`src/event_line_regs.svh`:
```
// Purpose: Constants for the ultrasonic event line device logic
// Assumes: 250 MHz clock, 4 ns period
// Notes: Completion pulse time is given in ns and converted to cycles here
`ifndef EVENT_LINE_REGS_SVH
`define EVENT_LINE_REGS_SVH

// Clock period in ns
`define CLK_PERIOD_NS 4
// Completion pulse width in ns (within the 1-10 us window)
`define DONE_PULSE_NS 2000
// Completion pulse width in cycles, rounded down as a longest time
`define DONE_PULSE_CYC (`DONE_PULSE_NS / `CLK_PERIOD_NS)
// Burst length in cycles
`define BURST_CYC 100
// Listening window in cycles (maximum range)
`define LISTEN_CYC 4000
// Width of the time of flight result
`define TOF_W 16
// Echo detection threshold on the sample magnitude
`define ECHO_THRESH 8'h40

`endif

```
`src/event_line_pkg.sv`:
```
// Purpose: Types for the ultrasonic event line device logic
// Assumes: Included constants header supplies widths
// Notes: No imports; users write event_line_pkg::name
`include "event_line_regs.svh"

package event_line_pkg;

  // Measurement sequencer states
  typedef enum logic [2:0] {
    ST_IDLE,
    ST_BURST,
    ST_LISTEN,
    ST_REPORT
  } meas_state_e;

  // Event line pin driver pair
  typedef struct packed {
    logic out;
    logic oe;
  } line_drive_s;

  // Result carried to the host
  typedef struct packed {
    logic valid;
    logic echo_found;
    logic [`TOF_W-1:0] time_of_flight;
  } tof_result_s;

endpackage : event_line_pkg

```
`src/ultrasonic_event_line.sv`:
```
// Purpose: Device side of the single wire event line with measurement sequencer
// Assumes: All inputs except rst_n synchronous to clk; external pull-down returns line low
// Notes: Line is driven high only; release relies on pull-down
`timescale 1ns/1ns
`default_nettype none
`include "event_line_regs.svh"

module ultrasonic_event_line #(
  parameter int TOF_W = `TOF_W,
  parameter int BURST_CYC = `BURST_CYC,
  parameter int LISTEN_CYC = `LISTEN_CYC,
  parameter int DONE_CYC = `DONE_PULSE_CYC
) (
  input wire logic clk,
  input wire logic rst_n,
  // Event line, sensor side, input level
  input wire logic event_line_sensor_side_in,
  // Event line drive level
  output logic event_line_sensor_side_out,
  // Event line output enable, high while driving
  output logic event_line_sensor_side_oe,
  // Hardware trigger operation selected
  input wire logic hw_trigger_mode,
  // Host calibrating the internal clock
  input wire logic calib_active,
  // Programming select, active high
  input wire logic program_select,
  // Received sound sample magnitude
  input wire logic [7:0] rx_sample,
  // Transmit burst enable to the transducer
  output logic tx_burst,
  // Listening phase active
  output logic rx_listen,
  // Measured time of flight result
  output event_line_pkg::tof_result_s result,
  // Measurement in progress
  output logic busy
);

  // Reset synchroniser stages
  logic rst_meta_reg;
  logic rst_sync_reg;
  // Sequencer state
  event_line_pkg::meas_state_e state_reg;
  // Phase cycle counter
  logic [15:0] cnt_reg;
  // Previous event line level for edge detection
  logic line_prev_reg;
  // Completion pulse width counter
  logic [15:0] done_cnt_reg;
  // Echo seen during the current listen
  logic echo_seen_reg;
  // Captured flight time
  logic [TOF_W-1:0] tof_reg;
  // Flight time counter since burst start
  logic [TOF_W-1:0] tof_cnt_reg;

  // Rising edge seen on line while not driving it
  logic trig_edge;
  // Device allowed to start a measurement on a line trigger
  logic run_ok;

  // Release of asynchronous reset through two flops
  always_ff @(posedge clk or negedge rst_n) begin
    if (!rst_n) begin
      rst_meta_reg <= 1'b0;
      rst_sync_reg <= 1'b0;
    end else begin
      rst_meta_reg <= 1'b1;
      rst_sync_reg <= rst_meta_reg;
    end
  end

  // Programming select high blocks new triggers; a measurement in progress runs on
  assign run_ok = !program_select;
  // Line taken as input only while not driving it
  assign trig_edge = event_line_sensor_side_in && !line_prev_reg
                     && !event_line_sensor_side_oe;

  // Line level history
  always_ff @(posedge clk or negedge rst_sync_reg) begin
    if (!rst_sync_reg) begin
      line_prev_reg <= 1'b0;
    end else begin
      line_prev_reg <= event_line_sensor_side_in;
    end
  end

  // Measurement sequencer
  always_ff @(posedge clk or negedge rst_sync_reg) begin
    if (!rst_sync_reg) begin
      state_reg <= event_line_pkg::ST_IDLE;
      cnt_reg <= 16'h0000;
    end else begin
      case (state_reg)
        event_line_pkg::ST_IDLE: begin
          // Trigger edge ignored during calibration
          if (run_ok && hw_trigger_mode && !calib_active && trig_edge) begin
            state_reg <= event_line_pkg::ST_BURST;
            cnt_reg <= 16'h0000;
          end
        end
        event_line_pkg::ST_BURST: begin
          // Short burst then straight into listening
          if (cnt_reg == 16'(BURST_CYC - 1)) begin
            state_reg <= event_line_pkg::ST_LISTEN;
            cnt_reg <= 16'h0000;
          end else begin
            cnt_reg <= cnt_reg + 16'h0001;
          end
        end
        event_line_pkg::ST_LISTEN: begin
          // Listen for the full range window
          if (cnt_reg == 16'(LISTEN_CYC - 1)) begin
            state_reg <= event_line_pkg::ST_REPORT;
            cnt_reg <= 16'h0000;
          end else begin
            cnt_reg <= cnt_reg + 16'h0001;
          end
        end
        event_line_pkg::ST_REPORT: begin
          // Hold until completion pulse ends
          if (done_cnt_reg == 16'(DONE_CYC - 1)) begin
            state_reg <= event_line_pkg::ST_IDLE;
          end
        end
        default: begin
          state_reg <= event_line_pkg::ST_IDLE;
        end
      endcase
    end
  end

  // Flight time counter and echo capture
  always_ff @(posedge clk or negedge rst_sync_reg) begin
    if (!rst_sync_reg) begin
      tof_cnt_reg <= '0;
      echo_seen_reg <= 1'b0;
      tof_reg <= '0;
    end else if (state_reg == event_line_pkg::ST_IDLE) begin
      tof_cnt_reg <= '0;
      echo_seen_reg <= 1'b0;
    end else if (state_reg != event_line_pkg::ST_REPORT) begin
      tof_cnt_reg <= tof_cnt_reg + 1'b1;
      // First sample at or above threshold is the echo
      if (state_reg == event_line_pkg::ST_LISTEN && !echo_seen_reg
          && rx_sample >= `ECHO_THRESH) begin
        echo_seen_reg <= 1'b1;
        tof_reg <= tof_cnt_reg;
      end
    end
  end

  // Completion pulse width counter
  always_ff @(posedge clk or negedge rst_sync_reg) begin
    if (!rst_sync_reg) begin
      done_cnt_reg <= 16'h0000;
    end else if (state_reg == event_line_pkg::ST_REPORT) begin
      done_cnt_reg <= done_cnt_reg + 16'h0001;
    end else begin
      done_cnt_reg <= 16'h0000;
    end
  end

  // Line driver: high only during completion pulse, then released
  always_ff @(posedge clk or negedge rst_sync_reg) begin
    if (!rst_sync_reg) begin
      event_line_sensor_side_out <= 1'b0;
      event_line_sensor_side_oe <= 1'b0;
    end else if (state_reg == event_line_pkg::ST_LISTEN
                 && cnt_reg == 16'(LISTEN_CYC - 1)) begin
      event_line_sensor_side_out <= 1'b1;
      event_line_sensor_side_oe <= 1'b1;
    end else if (state_reg == event_line_pkg::ST_REPORT
                 && done_cnt_reg == 16'(DONE_CYC - 1)) begin
      event_line_sensor_side_out <= 1'b0;
      event_line_sensor_side_oe <= 1'b0;
    end
  end

  // Result publication on completion
  always_ff @(posedge clk or negedge rst_sync_reg) begin
    if (!rst_sync_reg) begin
      result <= '0;
    end else if (state_reg == event_line_pkg::ST_LISTEN
                 && cnt_reg == 16'(LISTEN_CYC - 1)) begin
      result.valid <= 1'b1;
      result.echo_found <= echo_seen_reg;
      result.time_of_flight <= tof_reg;
    end else if (state_reg == event_line_pkg::ST_BURST) begin
      result.valid <= 1'b0;
    end
  end

  // Transducer and status outputs
  always_ff @(posedge clk or negedge rst_sync_reg) begin
    if (!rst_sync_reg) begin
      tx_burst <= 1'b0;
      rx_listen <= 1'b0;
      busy <= 1'b0;
    end else begin
      tx_burst <= (state_reg == event_line_pkg::ST_BURST)
                  && (cnt_reg != 16'(BURST_CYC - 1));
      rx_listen <= (state_reg == event_line_pkg::ST_LISTEN)
                   && (cnt_reg != 16'(LISTEN_CYC - 1));
      busy <= (state_reg != event_line_pkg::ST_IDLE);
    end
  end

endmodule : ultrasonic_event_line
`default_nettype wire

```
`config.mk`:
```
export PLATFORM = sky130hd
export DESIGN_NAME = ultrasonic_event_line
export DESIGN_NICKNAME = d
export VERILOG_FILES = /design/src/event_line_pkg.sv /design/src/ultrasonic_event_line.sv
export VERILOG_INCLUDE_DIRS = /design/src
export SDC_FILE = /design/constraint.sdc
export NUM_CORES = 1
export LEC_CHECK = 0
export ABC_AREA = 1
export BUFFER_PORTS_ARGS = -buffer_cell sky130_fd_sc_hd__buf_2
export CELL_PAD_IN_SITES_DETAIL_PLACEMENT = 1
export CELL_PAD_IN_SITES_GLOBAL_PLACEMENT = 2
export CORE_AREA = 3 3 111 113
export DETAILED_ROUTE_END_ITERATION = 16
export DIE_AREA = 0 0 114 116
export PLACE_DENSITY_LB_ADDON = 0.25
export SLEW_MARGIN = 20
export SYNTH_ARGS = -nofsm -noshare
export SYNTH_HDL_FRONTEND = slang
export SYNTH_SLANG_ARGS = --single-unit
```
`constraint.sdc`:
```
create_clock -name clk -period 4.5 [get_ports clk]
set_input_delay 0.45 -clock clk [delete_from_list [all_inputs] [get_ports clk]]
set_output_delay 0.45 -clock clk [all_outputs]
set_load 0.02 [all_outputs]
```
## Yosys cells after proc, flatten, opt, wreduce, memory -nomap -nowiden

Index checks and enable logic that the tools add are counted.

| storage, ports and cells | value |
|---|---|
| register bits | 93 |
| bits in latches | 0 |
| memory bits (writable) | 0 |
| bits in read-only memories | 0 |
| memories | 0 |

| cells by class | value |
|---|---|
| add/subtract/negate cells | 3 |
| $mul | 0 |
| div/mod/pow operators | 0 |
| magnitude comparators | 1 |
| equality and inequality tests | 13 |
| shift operators | 0 |
| muxes and demuxes | 19 |
| bitwise logic cells | 1 |
| reductions and logical operators | 27 |

Operators by type and width:

| cell | number |
|---|---|
| $mux W16 | 6 |
| $add A16 B1 Y16 const B | 3 |
| $pmux W16 S3 | 1 |
| $eq A16 B12 Y1 const B | 1 |
| $eq A16 B7 Y1 const B | 1 |
| $eq A16 B9 Y1 const B | 1 |
| $ne A16 B12 Y1 const B | 1 |
| $ne A16 B7 Y1 const B | 1 |
| $mux W3 | 4 |
| $pmux W3 S4 | 1 |
| $logic_and A1 B1 Y1 | 11 |
| $ge A8 B7 Y1 const B | 1 |
| $ne A2 B2 Y1 const B | 4 |
| $reduce_bool A2 Y1 | 4 |
| $mux W1 | 7 |
| $eq A3 B2 Y1 const B | 2 |
| $reduce_bool A3 Y1 | 2 |
| $logic_not A1 Y1 | 5 |
| $reduce_and A2 Y1 | 2 |
| $reduce_and A4 Y1 | 1 |
| $eq A3 B1 Y1 const B | 1 |
| $logic_not A3 Y1 | 1 |
| $ne A3 B2 Y1 const B | 1 |
| $reduce_and A3 Y1 | 1 |
| $not A1 Y1 | 1 |

## Depth between registers and ports, before layout

Gate-level depths: netlist (run 1).

| logic depth | value |
|---|---|
| depth in word-level cells | 6 |
| mapped depth | 12 |
| mapped depth without buffers | 12 |

## Worst setup path before layout (run 1)

No wires, ideal clock.

| path | value |
|---|---|
| kind | register to register |
| start | register state_reg[0] |
| end | register tof_reg[3] |
| setup time | 0.125 ns |
| arrival time | 1.466 ns |
| data required time | 4.375 ns |
| path slack | 2.910 ns |
| cell stages (with the launch flop) | 8 |
| cell sequence | dfrtp_1 inv_1 ha_1 inv_2 nor2_1 nand3_1 buf_2 mux2_2 |

| on the way | value |
|---|---|
| cells in the longest elaborated chain, start to end | 4 |
| elaborated cells between the ends (all ways) | 7 |
| those cells by class | eq/ne: 2; bitwise: 1; reduce/logical: 4 |

Ends and longest elaborated chain:

| element | line | source |
|---|---|---|
| start: declaration | ultrasonic_event_line.sv:44 | `event_line_pkg::meas_state_e state_reg;` |
| start signal: assignment | ultrasonic_event_line.sv:92 | `state_reg <= event_line_pkg::ST_IDLE;` |
| start signal: assignment | ultrasonic_event_line.sv:99 | `state_reg <= event_line_pkg::ST_BURST;` |
| start signal: assignment | ultrasonic_event_line.sv:106 | `state_reg <= event_line_pkg::ST_LISTEN;` |
| $eq A3 B2 Y1 | ultrasonic_event_line.sv:146 | `if (state_reg == event_line_pkg::ST_LISTEN && !echo_seen_reg` |
| $logic_and A1 B1 Y1 | ultrasonic_event_line.sv:146 |  |
| $logic_and A1 B1 Y1 (no source line) | -- |  |
| $reduce_and A3 Y1 (no source line) * | -- |  |
| end signal: assignment | ultrasonic_event_line.sv:149 | `tof_reg <= tof_cnt_reg;` |
| end: declaration | ultrasonic_event_line.sv:54 | `logic [TOF_W-1:0] tof_reg;` |

Every way passes the cells marked *; elsewhere a longest branch is shown, timed or not.
A chain may end at the register's enable or synchronous reset.

## Final worst setup path (run 1)

| path | value |
|---|---|
| start | register state_reg[0] |
| end | register tof_reg[6] |

The elaborated chain is that of the path after synthesis.

==> flow_metrics.env, run 1 <==
export IMPL_drc=0
export IMPL_wire_per_inst_um=14.6
export IMPL_synth_area_leaders="dfrtp_1 (52%), nand2_1 (12%), nor2_1 (5.8%)"
export IMPL_grt_max_degree=49
export IMPL_die_h_um=116
export IMPL_gp_congestion=0.790
export IMPL_vias=3608
export IMPL_grt_ovfl_total=0
export IMPL_place_hpwl_mm=7.73
export IMPL_syn_to_final_growth_pct=13.4
export IMPL_hold_viol_final=0
export IMPL_firstDrtPassIters=4
export IMPL_whs_ps=223
export IMPL_finalSetupViolCount=0
export IMPL_maxSlewViolCount=0
export IMPL_largest_reg_flops=18
export IMPL_boundaryPins=37
export IMPL_diodes=0
export IMPL_cts_tree="done"
export IMPL_yosys_area_share_xor_xnor=0.0118
export IMPL_synth_distinct_cells=41
export IMPL_synth_most_common_cell="nand2_1"
export IMPL_initialDrtViolationCount=150
export IMPL_start_kind="register"
export IMPL_slew_headroom=0.352
export IMPL_coreArea_sq_mm=0.0114
export IMPL_yosys_area_share_simple=0.278
export IMPL_p_per_area_mw_per_mm2=462
export IMPL_worstSetupPathType="register to register"
export IMPL_async_reset_ff_frac=1.00
export IMPL_crit_path_end_kind="register"
export IMPL_io_buffers=30
export IMPL_gr_usage_all_layers=0.177
export IMPL_insertion_delay_ps=350
export IMPL_synthAdderAreaFrac=0.0225
export IMPL_ctsResizeCount=0
export IMPL_clk_pin_slew_ps=70
export IMPL_synth_mux_area_frac=0.00507
export IMPL_outcome="finished, final reports clean"
export IMPL_vias_per_cell=4.99
export IMPL_cts_sinks=92
export IMPL_avgSynthCellArea_sq_um=8.15
export IMPL_ys_top_cells_by_count="nand2_1 (137), dfrtp_1 (92), nor2_1 (69)"
export IMPL_finalNetCount=597
export IMPL_synth_warnings=0
export IMPL_ys_flop_type="dfrtp_1"
export IMPL_synth_compound_gate_area_share=0.0929
export IMPL_p_leak_nw=2.49
export IMPL_min_path_type="input pin to register"
export IMPL_htreeDepth=3
export IMPL_worstMarginPinSlew_ps=970
export IMPL_synth_nets=567
export IMPL_synth_top_area_cell="dfrtp_1"
export IMPL_synth_top_area_share=0.518
export IMPL_drt_wl_total_mm=10.5
export IMPL_clock_skew_ps=6.83
export IMPL_finalSetupTns_ps=0
export IMPL_rsz0062_at_grt="false"
export IMPL_path_max_fanout=30
export IMPL_die_width_um=114
export IMPL_grt_pass1_wl_mm=18.6
export IMPL_placed_cell_area_sq_mm=0.00471
export IMPL_grt_pass1_vias=3858
export IMPL_rows=39
export IMPL_min_period_ps=2570
export IMPL_drtAntennaViolNets=0
export IMPL_worstPathArrival_ps=2800
export IMPL_synth_edf_count=0
export IMPL_drv_cap=0
export IMPL_seq_area_frac_synth=0.518
export IMPL_ir_worst_vdd_v=0.000273
export IMPL_initial_utilization=0.389
export IMPL_antenna_found_initial=0
export IMPL_drive_above_1_share=0.128
export IMPL_ctsRootBufferMaster="clkbuf_16"
export IMPL_synth_top_family_by_area="simple AND/OR/NAND/NOR gates"
export IMPL_top_register="result"
export IMPL_synth_seq_cells=92
export IMPL_timing_final_crit_share=0.571
export IMPL_cp_required_ps=4730
export IMPL_max_freq_ghz=0.389
export IMPL_cts_made_buffers=9
export IMPL_fin_area_sq_mm=0.00504
export IMPL_clock_path_buffers=2
export IMPL_die_area_sq_mm=0.0132
export IMPL_syn_area_sq_mm=0.00444
export IMPL_synth_cells=545
[critical path, stage by stage, from the launching register on]
cell	delay, ps
dfrtp_1	430
inv_1	110
ha_1	220
inv_2	200
nor2_1	200
nand3_1	700
mux2_1	590
[cell usage in the layout (no fill, tap or decap), types with 4 or more instances in the layout]
master / instances
nand2_1: 137
dfrtp_1: 91
nor2_1: 69
inv_1: 58
o21ai_0: 49
buf_2: 30
nand3_1: 26
a21oi_1: 18
nand4_1: 16
nor3_1: 10
clkbuf_16: 9
ha_1: 8
nor2_2: 7
nand2_2: 6
inv_2: 5
xnor2_1: 4
[per-layer routing]
layer / vias to the layer above / global-route usage / wire length [um]
met4: 0 / 0.0689 / 227
met3: 16 / 0.0345 / 241
li1: 1800 / - / -
met1: 1764 / 0.228 / 4900
met2: 28 / 0.295 / 5170
met5: - / 0 / 0
[through the flow]
step           total power [mW]   util  setup WS [ps]  std cells
2_1_floorplan              1.36      -           1750        545
3_3_place_gp               1.51  0.413           2020        706
3_5_place_dp               1.53  0.413           1950        706
4_1_cts                    2.36  0.441           1890        723
5_1_grt                    2.48  0.441           1550        723
6_report                   2.33  0.441           1930        723
[what timing repair did]
action	4_1_cts	5_1_grt
buffers inserted	0	0
endpoints found under the hold margin	2	0
hold buffers	1	0
[cell families after synthesis]
logic type | after synthesis
muxes | 2
buffers and inverters | 77
DFF | 92
xor gates and xnor gates | 6
AOI/OAI and AO/OA | 78
other | 1
and+or+nand+nor | 281
adders and majority gates | 8
[report_power, final]
part / internal (mW) / switching (mW)
registers: 0.886 / 0.0491
logic: 0.145 / 0.426
clock network: 0.501 / 0.320
total: 1.53 / 0.795
[final timing paths]
check,start,end,slack [ps],cells after the start
min in group asynchronous,rst_sync_reg,tof_reg[13],320,0
hold / removal,event_line_sensor_side_in,line_prev_reg,220,1
setup / recovery,state_reg[0],tof_reg[6],1930,6
setup reg to reg,state_reg[0],tof_reg[6],1930,6
max in group asynchronous,rst_sync_reg,cnt_reg[14],3120,1
hold reg to reg,rst_sync_reg,tof_reg[13],320,0
[layout make-up]
class / instances / area, sq um
clock buffer: 12 / 246
multi-input combinational: 376 / 1830
timing repair buffer: 32 / 168
fill: 1397 / 6380
inverter: 64 / 243
tap: 143 / 179
sequential: 92 / 2310
clock inverter: 4 / 72.6
Note: power is estimated with default switching activity, not from simulation.
==> inputs of run 2 (changes only) <==
--- a/config.mk
+++ b/config.mk
@@ -10,9 +10,9 @@
 export BUFFER_PORTS_ARGS = -buffer_cell sky130_fd_sc_hd__buf_2
 export CELL_PAD_IN_SITES_DETAIL_PLACEMENT = 1
 export CELL_PAD_IN_SITES_GLOBAL_PLACEMENT = 2
-export CORE_AREA = 3 3 111 113
+export CORE_AREA = 3 3 116 118
 export DETAILED_ROUTE_END_ITERATION = 16
-export DIE_AREA = 0 0 114 116
+export DIE_AREA = 0 0 119 121
 export PLACE_DENSITY_LB_ADDON = 0.25
 export SLEW_MARGIN = 20
 export SYNTH_ARGS = -nofsm -noshare
==> constraint.sdc (replaced) <==
create_clock -name clk -period 2.4 [get_ports clk]
set_input_delay 0.24 -clock clk [delete_from_list [all_inputs] [get_ports clk]]
set_output_delay 0.24 -clock clk [all_outputs]
set_load 0.02 [all_outputs]
==> flow_metrics.env, run 2 (synthesis gave the netlist of run 1 again) <==
export IMPL_drc=0
export IMPL_drtAntennaViolNets=0
export IMPL_io_buffers=30
export IMPL_die_h_um=121
export IMPL_firstDrtPassIters=4
export IMPL_fin_area_sq_mm=0.00510
export IMPL_whs_ps=14.8
export IMPL_clockPowerShare=0.326
export IMPL_place_inst=740
export IMPL_hold_viol_final=0
export IMPL_post_route_util=0.405
export IMPL_worst_slack_ps=552
export IMPL_htreeDepth=3
export IMPL_die_width_um=119
export IMPL_clk_pin_slew_ps=70
export IMPL_min_period_ps=1850
export IMPL_place_ws_ps=517
export IMPL_drive_above_1_share=0.137
export IMPL_final_cells=757
export IMPL_gr_usage_all_layers=0.162
export IMPL_ctsResizeCount=0
export IMPL_power_frac_seq=0.412
export IMPL_min_path_type="input pin to register"
export IMPL_worstSetupPathType="register to register"
export IMPL_grt_ovfl_total=0
export IMPL_maxSlewViolCount=0
export IMPL_p_int_mw=2.74
export IMPL_die_area_sq_mm=0.0144
export IMPL_worstPathArrival_ps=2090
export IMPL_crit_path_end_kind="register"
export IMPL_gp_congestion=0.795
export IMPL_reg2regPathDepth=10
export IMPL_layout_common_cells="nand2_1 (137), dfrtp_1 (91), nor2_1 (69), inv_1 (58), o21ai_0 (49)"
export IMPL_clock_path_buffers=2
export IMPL_layout_cells_most_common="nand2_1"
export IMPL_power_share_combinational=0.263
export IMPL_swShare=0.359
export IMPL_outcome="finished, final reports clean"
export IMPL_path_max_fanout=11
export IMPL_drv_cap=0
export IMPL_initial_utilization=0.354
export IMPL_initialDrtViolationCount=114
export IMPL_clock_skew_ps=8.87
export IMPL_rsz0062_at_grt="false"
export IMPL_ir_worst_vdd_v=0.000418
export IMPL_holdPathStages=1
export IMPL_boundaryPins=37
export IMPL_ctsRootBufferMaster="clkbuf_16"
export IMPL_timing_final_crit_share=0.770
export IMPL_postCtsSetupRepairBufs=0
export IMPL_cts_tree="done"
export IMPL_finalSetupViolCount=0
export IMPL_total_power_mw=4.27
export IMPL_p_per_area_mw_per_mm2=838
export IMPL_rows=41
export IMPL_ctsHoldBuffers=1
export IMPL_insertion_delay_ps=350
export IMPL_vias_per_cell=4.74
export IMPL_slew_headroom=0.493
export IMPL_drt_wl_total_mm=10.6
export IMPL_coreArea_sq_mm=0.0126
export IMPL_cp_required_ps=2640
export IMPL_syn_to_final_growth_pct=14.7
export IMPL_vias=3586
export IMPL_worstMarginPinSlew_ps=760
export IMPL_fill_cells=1557
export IMPL_place_hpwl_mm=7.96
export IMPL_switchingPower_mw=1.53
export IMPL_max_freq_ghz=0.541
export IMPL_grt_pass1_wl_mm=18.8
export IMPL_finalSetupTns_ps=0
export IMPL_placed_cell_area_sq_mm=0.00480
export IMPL_antenna_found_initial=0
export IMPL_cts_sinks=92
export IMPL_finalNetCount=602
export IMPL_grt_pass1_vias=3783
export IMPL_diodes=0
export IMPL_top_register="result"
export IMPL_wire_per_inst_um=14.0
export IMPL_largest_reg_flops=18
export IMPL_cts_made_buffers=9
export IMPL_grt_max_degree=57
export IMPL_start_kind="register"
export IMPL_p_leak_nw=2.51
==> run 2: cell count changes in the layout (fill, tap and decap cells not counted) <==
cell        previous run  this run
clkinvlp_4             1         0
buf_4                  1         5
clkbuf_1               2         1
clkbuf_8               1         2
clkinv_4               0         1
inv_6                  0         2
bufinv_16              2         0
buf_12                 0         1
==> run 2: cell type report <==
class | instances | area, sq um | share of cell area
well taps | 172 | 215 | 0.0422
inverters | 64 | 243 | 0.0476
repair buffers | 37 | 218 | 0.0427
flip-flops and latches | 92 | 2310 | 0.452
clock inverters | 4 | 31.3 | 0.00614
clock buffers | 12 | 256 | 0.0503
multi-input cells | 376 | 1830 | 0.358
==> run 2: power groups by stage <==
| stage | Clock [mW] | Combinational (mW) | Sequential (mW) |
|---|---|---|---|
| 3_3_place_gp | 0 | 1.11 | 1.78 |
| 3_5_place_dp | 0 | 1.15 | 1.79 |
| 6_report | 1.39 | 1.12 | 1.76 |
| 2_1_floorplan | 0 | 0.752 | 1.80 |
| 5_1_grt | 1.48 | 1.29 | 1.78 |
| 4_1_cts | 1.43 | 1.16 | 1.76 |
==> run 2: final timing paths <==
check,startpoint,endpoint,slack [ps]
setup / recovery,cnt_reg[0],cnt_reg[2],550
hold reg to reg,rst_meta_reg,rst_sync_reg,350
max in group asynchronous,rst_sync_reg,tx_burst,1330
min in group asynchronous,rst_n,rst_sync_reg,200
hold / removal,event_line_sensor_side_in,line_prev_reg,10
setup reg to reg,cnt_reg[0],cnt_reg[2],550
==> run 2: worst max-delay path, stage by stage, from the launching register on <==
cell	delay, ps
dfrtp_1	400
ha_1	200
nand3_2	130
nor2_2	140
nand2_2	160
nand2_1	220
nand2_4	120
nand2_2	110
nand2_4	80
inv_4	120
nor2_1	60
==> run 2: routing by layer <==
metal / global-route usage / wire, um / up-vias
li1: - / - / 1817
met1: 0.203 / 4840 / 1742
met2: 0.279 / 5380 / 17
met3: 0.0396 / 219 / 10
met4: 0.0420 / 118 / 0
met5: 0 / 0 / -
==> inputs of run 3 (changes only) <==
--- a/config.mk
+++ b/config.mk
@@ -10,9 +10,9 @@
 export BUFFER_PORTS_ARGS = -buffer_cell sky130_fd_sc_hd__buf_2
 export CELL_PAD_IN_SITES_DETAIL_PLACEMENT = 1
 export CELL_PAD_IN_SITES_GLOBAL_PLACEMENT = 2
-export CORE_AREA = 3 3 116 118
+export CORE_AREA = 3 3 122 124
 export DETAILED_ROUTE_END_ITERATION = 16
-export DIE_AREA = 0 0 119 121
+export DIE_AREA = 0 0 125 127
 export PLACE_DENSITY_LB_ADDON = 0.25
 export SLEW_MARGIN = 20
 export SYNTH_ARGS = -nofsm -noshare
==> constraint.sdc (replaced) <==
create_clock -name clk -period 1.5 [get_ports clk]
set_input_delay 0.15 -clock clk [delete_from_list [all_inputs] [get_ports clk]]
set_output_delay 0.15 -clock clk [all_outputs]
set_load 0.02 [all_outputs]
==> flow_metrics.env, run 3 (synthesis gave the netlist of run 1 again) <==
export IMPL_die_width_um=125
export IMPL_drt_wl_total_mm=12.9
export IMPL_coreArea_sq_mm=0.0139
export IMPL_timing_final_crit_share=1.02
export IMPL_syn_to_final_growth_pct=41.7
export IMPL_crit_path_end_kind="register"
export IMPL_rows=43
export IMPL_ctsRootBufferMaster="clkbuf_16"
export IMPL_cp_required_ps=1730
export IMPL_min_path_type="input pin to async pin"
export IMPL_outcome="complete, but fails checks"
export IMPL_finalNetCount=694
export IMPL_p_leak_nw=3.06
export IMPL_maxSlewViolCount=0
export IMPL_wire_per_inst_um=15.1
export IMPL_post_route_util=0.454
export IMPL_insertion_delay_ps=350
export IMPL_grt_pass1_wl_mm=21.2
export IMPL_vias_per_cell=4.73
export IMPL_worst_slack_ps=-35.3
export IMPL_top_register="result"
export IMPL_cp_common_cell="inv_2"
export IMPL_initialDrtViolationCount=131
export IMPL_antenna_found_initial=0
export IMPL_slowest_delay_ps=460
export IMPL_path_buf_inv=2
export IMPL_worstSetupPathType="register to register"
export IMPL_slowest_stage="dfrtp_2"
export IMPL_hold_viol_final=0
export IMPL_initial_utilization=0.320
export IMPL_die_h_um=127
export IMPL_ir_worst_vdd_v=0.000748
export IMPL_clk_pin_slew_ps=70
export IMPL_die_area_sq_mm=0.0159
export IMPL_fill_cells=1635
export IMPL_diodes=0
export IMPL_p_per_area_mw_per_mm2=1310
export IMPL_drtAntennaViolNets=0
export IMPL_finalSetupTns_ps=-93.4
export IMPL_start_kind="register"
export IMPL_clock_path_buffers=2
export IMPL_worstPathArrival_ps=1770
export IMPL_firstDrtPassIters=4
export IMPL_drv_cap=0
export IMPL_drive_above_1_share=0.363
export IMPL_min_period_ps=1540
export IMPL_max_freq_ghz=0.651
export IMPL_rsz0062_at_grt="true"
export IMPL_htreeDepth=3
export IMPL_boundaryPins=37
export IMPL_vias=4052
export IMPL_layout_common_cells="nand2_1 (123), dfrtp_1 (88), buf_4 (82), inv_1 (49), nor2_1 (49)"
export IMPL_finalSetupViolCount=7
export IMPL_grt_pass1_vias=4404
export IMPL_worstPathCellList="inv_2 -> ha_2 -> inv_2 -> nor2_4 -> nand3_4 -> mux2_1"
export IMPL_grt_ovfl_total=0
export IMPL_path_delay_family="flip-flops"
export IMPL_clock_skew_ps=9.02
export IMPL_gp_congestion=0.831
export IMPL_gr_usage_all_layers=0.166
export IMPL_cts_tree="done"
export IMPL_grt_max_degree=29
export IMPL_violations="negative setup slack"
export IMPL_io_buffers=30
export IMPL_cts_sinks=92
export IMPL_cts_made_buffers=9
export IMPL_place_hpwl_mm=9.12
export IMPL_layout_cells_most_common="nand2_1"
export IMPL_path_max_fanout=6
export IMPL_largest_reg_flops=18
export IMPL_drc=0
-- run 3: cell count changes in the layout (fill, tap and decap cells not counted), sizes merged --
cell / delta
buf: +89
clkbuf: -2
clkinv: +2
inv: -2
nor2: +2
bufinv: +1
clkinvlp: +1
dlygate4sd3: +1
-- run 3: report_power, final --
part / total (mW) / internal, mW / switching (mW)
logic: 3.10 / 1.29 / 1.81
registers: 2.81 / 2.66 / 0.150
clock network: 2.36 / 1.34 / 1.02
total: 8.27 / 5.29 / 2.99
-- run 3: layout make-up --
class	instances	area, sq um	area share
flip-flops and latches	92	2310	0.367
clock inverters	6	61.3	0.00974
repair buffers	127	978	0.155
well taps	180	225	0.0358
multi-input cells	378	2220	0.353
inverters	64	258	0.0409
clock buffers	10	239	0.0380
-- run 3: per-stage QoR --
step | instance area (sq um) | instances | hold slack, ps | setup WS [ps] | power, mW
after detailed placement | 5290 | 808 | -61.9 | -106 | 5.21
final | 6300 | 857 | 107 | -35.3 | 8.27
after floorplan | 4480 | 545 | -146 | 0.502 | 4.12
after global routing | 6300 | 857 | 123 | -137 | 8.78
after global placement | 5290 | 808 | -65.0 | -67.6 | 5.14
after CTS | 5820 | 835 | 89.4 | -70.3 | 7.87
-- run 3: repair_timing --
action / 4_1_cts / 5_1_grt
cloned: 3 / 1
hold endpoints to repair: 3 / 0
pin swaps: 16 / 63
hold buffers: 2 / 0
gates resized for setup: 34 / 95
setup buffers: 6 / 21
setup endpoints to repair: 65 / 72
-- run 3: final timing paths --
kind | slack [ps] | start | end | depth (start not counted)
max | -40 | state_reg[0] | tof_reg[6] | 6
min | 110 | rst_n | rst_sync_reg | 2
max reg2reg | -40 | state_reg[0] | tof_reg[6] | 6
min reg2reg | 190 | rst_sync_reg | tof_cnt_reg[2] | 0
max in group asynchronous | 830 | rst_sync_reg | result[0] | 1
min in group clk | 350 | rst_meta_reg | rst_sync_reg | 0
-- run 3: per-layer routing --
layer / part of all wire / global-route usage / vias to the layer above / wire length (um)
met5: 0 / 0 / - / 0
met4: 0.022 / 0.0587 / 0 / 284
li1: - / - / 2002 / -
met1: 0.42 / 0.193 / 1995 / 5410
met3: 0.020 / 0.0326 / 22 / 259
met2: 0.54 / 0.304 / 33 / 6960
